==> config.mk <==
export PLATFORM = sky130hd
export DESIGN_NAME = pin_change_interrupt
export DESIGN_NICKNAME = d
export VERILOG_FILES = /design/src/design/pin_change_pkg.sv /design/src/design/pin_change_interrupt.sv /design/src/design/pin_edge_sync.sv
export SDC_FILE = /design/constraint.sdc
export NUM_CORES = 1
export LEC_CHECK = 0
export BUFFER_PORTS_ARGS = -buffer_cell sky130_fd_sc_hd__buf_4
export CAP_MARGIN = 20
export CORE_MARGIN = 1.5
export CORE_UTILIZATION = 58
export CTS_CLUSTER_SIZE = 30
export DETAILED_ROUTE_END_ITERATION = 6
export PLACE_DENSITY = 0.86
export SYNTH_ARGS = -nofsm -noshare
export SYNTH_HDL_FRONTEND = slang
export SYNTH_SLANG_ARGS = --single-unit
==> constraint.sdc <==
create_clock -name sys_clk -period 10.25 [get_ports sys_clk]
set_input_delay 0.5125 -clock sys_clk [delete_from_list [all_inputs] [get_ports sys_clk]]
set_output_delay 0.5125 -clock sys_clk [all_outputs]
set_load 0.05 [all_outputs]
==> src/design/pin_change_pkg.sv <==
// Function
// Change detection on all pins of ports A, B, C and low four of E.
// Any pin or combination of pins may cause the change interrupt.
// Interrupt raised only while master change enable bit is set.
// With master enable clear, edges still set flags but no interrupt.
// Each pin has independent rising and falling edge detectors.
// Rising detection active only while its rise enable bit is set.
// Falling detection active only while its fall enable bit is set.
// Both enables set means either edge direction is flagged.
// Enabled edge sets the pin flag, and interrupts if master enabled.
// Summary flag is the OR of every per-pin flag bit.
// Writing zero to a flag bit clears that flag.
// An edge during a flag write leaves the flag set regardless.
// Software should clear only known set bits by AND masking.
// A change event wakes the device from sleep if master enabled.
// Unit disable bit holds all change logic in reset; the pin synchronisers keep sampling the pins instead.
// Pins synchronised; edges found by comparing current and previous sample.
package pin_change_pkg;

  localparam int NUM_PORTS  = 4;
  localparam int PORT_W     = 8;
  localparam int ADDR_W     = 5;
  localparam int SYNC_DEPTH = 3;

  // Pins present per port: A, B, C full, E low four
  localparam logic [7:0] PORT_A_MASK = 8'hff;
  localparam logic [7:0] PORT_B_MASK = 8'hff;
  localparam logic [7:0] PORT_C_MASK = 8'hff;
  localparam logic [7:0] PORT_E_MASK = 8'h0f;

  // Register offsets: three per port, then the shared control registers
  localparam logic [4:0] RISE_A_OFS    = 5'h00;
  localparam logic [4:0] FALL_A_OFS    = 5'h01;
  localparam logic [4:0] FLAG_A_OFS    = 5'h02;
  localparam logic [4:0] PORT_STRIDE   = 5'h04;
  localparam logic [4:0] IRQ_EN_OFS    = 5'h10;
  localparam logic [4:0] IRQ_FLAG_OFS  = 5'h11;
  localparam logic [4:0] UNIT_DIS_OFS  = 5'h12;

  // Field positions
  localparam int CHANGE_IRQ_EN_BIT  = 4;
  localparam int CHANGE_SUMMARY_BIT = 4;
  localparam int UNIT_DISABLE_BIT   = 0;

  // Reset values
  localparam logic [7:0] REG_RST = 8'h00;

endpackage

==> src/design/pin_change_interrupt.sv <==
// The address-and-strobe port and the address map were left to the implementer.
`timescale 1ns/1ns
// Pin change interrupt unit with per-pin edge enables and sticky flags
module pin_change_interrupt (
  input  wire logic       sys_clk,              // System clock, 100 MHz
  input  wire logic       rst,                  // Async reset, active high
  input  wire logic [7:0] port_a_pins,          // Port A pins
  input  wire logic [7:0] port_b_pins,          // Port B pins
  input  wire logic [7:0] port_c_pins,          // Port C pins
  input  wire logic [3:0] port_e_pins,          // Port E low pins
  input  wire logic       sleep_mode,           // Device is asleep
  input  wire logic [4:0] reg_addr,             // Register address
  input  wire logic [7:0] reg_wdata,            // Write data
  input  wire logic       reg_wr,               // Write strobe
  input  wire logic       reg_rd,               // Read strobe
  output logic      [7:0] reg_rdata,            // Read data, cycle after strobe
  output logic            change_irq,           // Interrupt request level
  output logic            wake_req,             // Wake from sleep level
  output logic            change_summary_flag,  // OR of all pin flags
  output logic            change_irq_enable     // Master enable state
);

  localparam int NP = pin_change_pkg::NUM_PORTS;
  localparam int PW = pin_change_pkg::PORT_W;

  typedef struct packed {
    logic [NP-1:0][PW-1:0] rise_enable_reg;
    logic [NP-1:0][PW-1:0] fall_enable_reg;
    logic [NP-1:0][PW-1:0] change_flag_reg;
    logic                  irq_en;
    logic                  unit_dis;
    logic [PW-1:0]         rdata;
  } state_t;

  state_t st_r;
  state_t st_nxt;

  logic [NP-1:0][PW-1:0] pins_all;
  logic [NP-1:0][PW-1:0] rise_ev;
  logic [NP-1:0][PW-1:0] fall_ev;
  logic [NP-1:0][PW-1:0] edge_ev;
  logic [NP-1:0][PW-1:0] pin_mask;
  logic                  any_flag;

  ////////////////////////////////////////////////////////////////////////////
  // Port index of a register address, or NP when not a port register
  function automatic int port_of(input logic [4:0] a);
    int p;
    p = NP;
    if (a < pin_change_pkg::IRQ_EN_OFS)
      p = int'(a >> 2);
    return p;
  endfunction

  // Register kind within a port block: 0 rise, 1 fall, 2 flag, 3 none
  function automatic logic [1:0] kind_of(input logic [4:0] a);
    return a[1:0] - pin_change_pkg::RISE_A_OFS[1:0];
  endfunction

  ////////////////////////////////////////////////////////////////////////////
  // Pin grouping; absent port E pins tie low and are masked off
  assign pins_all[0] = port_a_pins;
  assign pins_all[1] = port_b_pins;
  assign pins_all[2] = port_c_pins;
  assign pins_all[3] = {4'h0, port_e_pins};
  assign pin_mask[0] = pin_change_pkg::PORT_A_MASK;
  assign pin_mask[1] = pin_change_pkg::PORT_B_MASK;
  assign pin_mask[2] = pin_change_pkg::PORT_C_MASK;
  assign pin_mask[3] = pin_change_pkg::PORT_E_MASK;

  ////////////////////////////////////////////////////////////////////////////
  // One synchroniser per port
  genvar g;
  generate
    for (g = 0; g < NP; g++)
    begin : gen_sync
      pin_edge_sync #(
        .W (PW)
      ) u_sync (
        .sys_clk (sys_clk),
        .rst     (rst),
        .clr     (st_r.unit_dis),
        .pin_in  (pins_all[g]),
        .rise    (rise_ev[g]),
        .fall    (fall_ev[g])
      );
      // Each direction gated by its own enable; both set flags either
      assign edge_ev[g] = pin_mask[g] &
                          ((rise_ev[g] & st_r.rise_enable_reg[g]) |
                           (fall_ev[g] & st_r.fall_enable_reg[g]));
    end
  endgenerate

  ////////////////////////////////////////////////////////////////////////////
  // Register writes, flag update and read capture
  always_comb
  begin
    int p;
    logic [1:0] k;
    p      = port_of(reg_addr);
    k      = kind_of(reg_addr);
    st_nxt = st_r;
    // Disabled unit ignores writes except to its own disable bit
    if (reg_wr && !st_r.unit_dis && p < NP)
    begin
      case (k)
        2'd0: st_nxt.rise_enable_reg[p] = reg_wdata & pin_mask[p];
        2'd1: st_nxt.fall_enable_reg[p] = reg_wdata & pin_mask[p];
        2'd2: st_nxt.change_flag_reg[p] = st_r.change_flag_reg[p] & reg_wdata;
        default: ;
      endcase
    end
    if (reg_wr && !st_r.unit_dis && reg_addr == pin_change_pkg::IRQ_EN_OFS)
      st_nxt.irq_en = reg_wdata[pin_change_pkg::CHANGE_IRQ_EN_BIT];
    if (reg_wr && reg_addr == pin_change_pkg::UNIT_DIS_OFS)
      st_nxt.unit_dis = reg_wdata[pin_change_pkg::UNIT_DISABLE_BIT];
    // Edge set wins over a clearing write in the same cycle
    for (int i = 0; i < NP; i++)
      st_nxt.change_flag_reg[i] = st_nxt.change_flag_reg[i] | edge_ev[i];
    // Disable holds every control and flag at reset value from the very
    // edge that sets it, so no stale request outlives the disabling write
    if (st_nxt.unit_dis)
    begin
      st_nxt.rise_enable_reg = '0;
      st_nxt.fall_enable_reg = '0;
      st_nxt.change_flag_reg = '0;
      st_nxt.irq_en          = 1'b0;
    end
    // Read data held for exactly the cycle after the strobe
    st_nxt.rdata = pin_change_pkg::REG_RST;
    if (reg_rd)
    begin
      if (p < NP && !st_r.unit_dis)
      begin
        case (k)
          2'd0: st_nxt.rdata = st_r.rise_enable_reg[p];
          2'd1: st_nxt.rdata = st_r.fall_enable_reg[p];
          2'd2: st_nxt.rdata = st_r.change_flag_reg[p];
          default: st_nxt.rdata = pin_change_pkg::REG_RST;
        endcase
      end
      else if (reg_addr == pin_change_pkg::IRQ_EN_OFS)
        st_nxt.rdata[pin_change_pkg::CHANGE_IRQ_EN_BIT] = st_r.irq_en;
      else if (reg_addr == pin_change_pkg::IRQ_FLAG_OFS)
        st_nxt.rdata[pin_change_pkg::CHANGE_SUMMARY_BIT] = any_flag;
      else if (reg_addr == pin_change_pkg::UNIT_DIS_OFS)
        st_nxt.rdata[pin_change_pkg::UNIT_DISABLE_BIT] = st_r.unit_dis;
    end
  end

  always_ff @(posedge sys_clk or posedge rst)
  begin
    if (rst)
      st_r <= '0;
    else
      st_r <= st_nxt;
  end

  ////////////////////////////////////////////////////////////////////////////
  // Summary and interrupt; any one pin flag suffices
  assign any_flag            = |st_r.change_flag_reg;
  assign change_summary_flag = any_flag;
  assign change_irq_enable   = st_r.irq_en;
  assign change_irq          = any_flag && st_r.irq_en;
  // Wake only while asleep and the master enable allows it
  assign wake_req            = sleep_mode && any_flag && st_r.irq_en;
  assign reg_rdata           = st_r.rdata;

endmodule

==> src/design/pin_edge_sync.sv <==
`timescale 1ns/1ns
// Three-stage synchroniser and edge detector for a group of pins
module pin_edge_sync #(
  parameter int W = 8
) (
  input  wire logic         sys_clk,   // System clock
  input  wire logic         rst,       // Async reset, active high
  input  wire logic         clr,       // Synchronous disarm; pins still tracked, no edges
  input  wire logic [W-1:0] pin_in,    // Raw pins
  output logic      [W-1:0] rise,      // Rising edge pulse
  output logic      [W-1:0] fall       // Falling edge pulse
);

  typedef struct packed {
    logic [W-1:0] s1;
    logic [W-1:0] s2;
    logic [W-1:0] s3;
    logic [W-1:0] prev;
    logic         armed;
  } sync_t;

  sync_t st_r;
  sync_t st_nxt;

  ////////////////////////////////////////////////////////////////////////////
  // Stage one feeds only stage two; a level counts once stages two and
  // three agree, so prev holds the last agreed value
  always_comb
  begin
    st_nxt    = st_r;
    st_nxt.s1 = pin_in;
    st_nxt.s2 = st_r.s1;
    st_nxt.s3 = st_r.s2;
    for (int i = 0; i < W; i++)
    begin
      if (st_r.s2[i] == st_r.s3[i])
        st_nxt.prev[i] = st_r.s3[i];
    end
    st_nxt.armed = 1'b1;
    // Disabled unit relearns the pin level without flagging edges
    if (clr)
    begin
      st_nxt.prev  = st_r.s3;
      st_nxt.armed = 1'b0;
    end
  end

  always_ff @(posedge sys_clk or posedge rst)
  begin
    if (rst)
      st_r <= '0;
    else
      st_r <= st_nxt;
  end

  ////////////////////////////////////////////////////////////////////////////
  // Edge = agreed new level differs from previous agreed level
  always_comb
  begin
    for (int i = 0; i < W; i++)
    begin
      rise[i] = st_r.armed && !clr && (st_r.s2[i] == st_r.s3[i])
                && st_r.s3[i] && !st_r.prev[i];
      fall[i] = st_r.armed && !clr && (st_r.s2[i] == st_r.s3[i])
                && !st_r.s3[i] && st_r.prev[i];
    end
  end

endmodule

Yosys cells after proc, flatten, opt, wreduce, memory -nomap -nowiden
Index checks and enable logic that the tools add are counted.
Cells by class
  muxes and demuxes: 68
  eq/ne operators: 33
  bitwise logic cells: 18
  reductions and logical operators: 246
  order comparisons: 4
Operators by type and width (number)
  $logic_and 1x1->1: 153
  $mux 97: 1
  $bwmux 32: 3
  $mux 32: 3
  $mux 96: 1
  $mux 8: 10
  $and 8x8->8: 8
  $bmux 8 s2: 4
  $reduce_bool 2->1: 32
  $logic_not 1->1: 57
  $or 8x8->8: 6
  $mux 1: 37
  $reduce_or 32->1: 1
  $eq 1x1->1: 28
  $mux 9: 3
  $pmux 8 s3: 1
  $demux 8 s2: 1
  $eq 5x5->1 const B: 3
  $mux 3: 3
  $and 4x4->4: 2
  $or 8x4->8: 1
  $lt 3x3->1 const B: 2
  $lt 5x5->1 const B: 1
  $mux 5: 1
  6 further kinds: 7
Storage, ports and cells
  input bits: 46
  word-level logic and storage cells: 428
  register bits: 222
  output and inout port bits: 12

Depth between registers and ports, before layout
  depth in word-level cells: 11
  gate-level depth with buffers: 8
  gate-level depth less buffers: 5

Cells and area by module
From an unflattened synthesis, not the netlist that was laid out.
Second synthesis, totals
  cell total of the unflattened synthesis: 900
  area, all modules: 10814.1 sq um
By module, submodules not included
  pin_change_interrupt: cells an instance 524, times used 1, seq. area each 2652.5 sq um, area an instance 5719.2 sq um
  pin_edge_sync: cells an instance 94, times used 4, seq. area each 825.8 sq um, area an instance 1273.7 sq um

Worst setup path after synthesis
OpenSTA, ideal clock, no wires.
  kind: reg2out
  start: register st_r, in the netlist change_irq_enable
  end: output wake_req
  setup slack: 7.752 ns
  data required time: 9.738 ns
  arrival time: 1.985 ns
  cell stages (with the launch flop): 3
  path buffers: 0
  cells stage by stage: dfrtp_1 > nor2b_1 > and2_1
On the way
  cells in the longest elaborated chain, start to end: 1
RTL lines
  from (decl): line pin_change_interrupt.sv:35  | state_t st_r;
  from (signal assigned): line pin_change_interrupt.sv:156  | st_r <= st_nxt;
  $logic_and 1x1->1: line pin_change_interrupt.sv:166  | assign wake_req = sleep_mode && any_flag && st_r.irq_en;
  to (decl): line pin_change_interrupt.sv:18  | output logic wake_req,
No other way between the ends.

Worst setup path after layout
  start: register st_r[27] (netlist name)
  end: output wake_req
On the way
  cells in the longest elaborated chain, start to end: 3
RTL lines
  $reduce_or 32->1: line pin_change_interrupt.sv:161  | assign any_flag = |st_r.change_flag_reg;
  $logic_and 1x1->1 (2 in a row): line pin_change_interrupt.sv:166
No other way between the ends.

==> qor.csv <==
stage,metric,value,unit
sta,setup_tns,0,ps
worst_setup_path,cp_max_fo,3,
synth,yosysSeqAreaShare,0.570,
placed_design,dp_hpwl,17400,microns
hold_path,hold_path.class,primary input to register,
synth,yosysUniqueCellTypes,63,
global_routing,grtUsageMet3,0.0550,
cts,ctsHoldBuffers,0,
routing,ant_nets,0,
sta,holdWs,91.9,ps
final_layout,fillers,1224,
global_routing,overflow,0,
run,drv_cap,0,
synth,ys_ff_latch,219,
synth,ys_warn_count,0,
sta,fmax,0.321,GHz
worst_setup_path,startpoint_type,register,
sta,maxSlewViolCount,0,
synth,synth_top_cell_area_share,0.570,
routing,route.detailed.drc,0,
cts,cts_resized,0,
floorplanning,fp.dieH,132,microns
sta,period_share,0.303,
floorplanning,core_area,16100,sq um
routing,viasPerCell,6.41,
floorplanning,dieArea,17400,sq um
synth,post_synth_inst_count,935,
synth,ys_async_sr_fraction,1.00,
worst_setup_path,critPathKind,register to output port,
status,status,"finished, final reports clean",
synth,dominantRegCellSynth,dfrtp_1,
cts,clock_sinks,219,
final_layout,final_layout_size_suffix_gt1_frac,0.142,
routing,num_vias,7723,
placed_design,dpl_cell_area,10100,sq um
synth,synthesis.area,9620,sq um
routing,routed_wirelength,25700,microns
placed_design,io_buffer_count,57,
worst_setup_path,cp-end-kind,output port,
sta,setup_viol,0,
sta,worst_pin_slew,1090,ps
global_routing,grt.busiest_layer,met2,
sta,grt_setup_unrepaired,no,
routing,drtIter0Drc,854,
sta,fin_crit,3110,ps
placed_design,gp_congestion,0.974,
synth,synth_edf_count,0,
global_routing,met2_usage,0.447,
global_routing,grt_pass1_vias,7160,
floorplanning,rows,46,
final_layout,syn_to_final_growth,13.6,%
global_routing,use_met1,0.431,
cts,cts.path.max_buffers,3,
worst_setup_path,cp.required,9740,ps
routing,first_pass_iters,5,
final_layout,diodes,0,
pwr,ir_drop,0.132,mV
floorplanning,num_io_pins,58,
pwr,power.leakage,0.00484,uW
cts,htree_num_levels,1,
global_routing,grt_max_degree,138,
final_layout,fin_util,0.681,
floorplanning,die_w,132,microns
cts,cts_tree,yes,
final_layout,fin_area,10900,sq um
floorplanning,initial_utilization,0.599,
synth,post-synth-top-count-cell,dfrtp_1,
sta,hold_violations,0,
sta,fin_ws,7140,ps
sta,relSlewSlack,0.272,
cts,clk_latency,520,ps
routing,detail_route.wl_per_cell,21.3,microns
synth,synth_area_per_cell,10.3,sq um
global_routing,grt.total_usage,0.296,
synth,yosys.area.top_type,dfrtp_1,
global_routing,grt_pass1_wl,40000,microns
cts,cts_buffers,24,
worst_setup_path,cp.arrival,2600,ps
global_routing,antenna_found_initial,0,
cts,clk_pin_slew,60,ps
pwr,power.density,188,nW/um^2
synth,syn-num-nets,981,
synth,synth_area_leaders,"dfrtp_1 (57%), a21oi_1 (5.5%), o21ai_0 (5.1%)",
final_layout,layout.nets,1017,
cts,root_buffer,clkbuf_16,
placed_design,dpl_worst_slack,6950,ps
sta,fin_skew,9.60,ps
synth,ys_top_cells_by_count,"dfrtp_1 (219), nand2_1 (110), a21oi_1 (105)",
cts,post_cts_buffers,0,
==> state kept, by name, summed over array words and instances (netlist names) <==
register                count
reg_rdata                   8
change_irq_enable           1
gen_sync.u_sync.st_r       57
st_r                       97
gen_sync.u_sync.st_nxt     56
==> through the flow <==
| stage | total power, uW | cells |
|---|---|---|
| after floorplan | 1100 | 935 |
| after global placement | 1160 | 1159 |
| after detailed placement | 1170 | 1159 |
| after CTS | 2060 | 1203 |
| after global routing | 2130 | 1205 |
| final | 2060 | 1205 |
==> final cells by class <==
class / count / area, sq um / share of cell area
tap: 216 / 270 / 0.0247
multi-input combinational: 626 / 3700 / 0.338
timing repair buffer: 64 / 498 / 0.0456
clock inverter: 11 / 175 / 0.0160
inverter: 36 / 143 / 0.0131
clock buffer: 33 / 664 / 0.0608
sequential: 219 / 5480 / 0.501
==> placed cells by master (no fill, tap or decap), types with 5 or more instances in the layout <==
master,n
a2bb2oi_1,7
nor4_1,9
a22o_1,19
o21ai_0,99
a21oi_1,105
o22a_1,5
clkbuf_1,6
and2_1,10
o21ai_1,11
or2_2,9
a31oi_1,9
nor2b_1,12
a211oi_1,5
and4_1,6
buf_4,62
dfrtp_1,219
o211ai_1,7
nor4b_1,11
nand2b_1,13
nand2_1,110
mux2i_1,24
nor3_1,23
nand3_1,21
nand4b_1,19
inv_1,35
clkbuf_16,24
nor2_1,31
==> worst max-delay path, cell delays in order (launching register included) <==
cell and delay [ps]:
dfrtp_1 430, nor4_1 360, nand2_1 110, nor4_1 640, nor2b_1 150, and2_1 200, buf_4 180
==> cell families (layout without fill, tap and decap cells) <==
kind of cell    Yosys count  count (layout)  share of synthesized area
buf+inv                  90             144                     0.0460
compound gates          299             299                      0.186
simple gates            298             298                      0.166
flops                   219             219                      0.570
mux                      29              29                     0.0320
==> final timing paths <==
kind	from	to	slack (ps)	depth (start not counted)
hold / removal	port_c_pins[2]	gen_sync[2].u_sync.st_nxt[19]	90	1
min in group asynchronous	rst	gen_sync[2].u_sync.st_nxt[21]	140	2
setup / recovery	st_r[27]	wake_req	7140	6
max in group asynchronous	rst	st_r[8]	8960	4
setup reg to reg	st_r[8]	st_r[50]	7340	5
hold reg to reg	gen_sync[3].u_sync.st_nxt[18]	gen_sync[3].u_sync.st_nxt[10]	340	0
==> per-layer routing <==
metal / wire length [microns] / share of wire
met1: 10500 / 0.41
met2: 11400 / 0.44
met3: 2520 / 0.098
met4: 1250 / 0.049
met5: 0 / 0
==> report_power, final <==
part           internal [uW]  leakage [uW]  switching [uW]  total [uW]
sequential               904       0.00278            29.9         934
clock                    557      0.000410             343         901
combinational           63.7       0.00165             162         226
(Power assumes the default switching activity.)
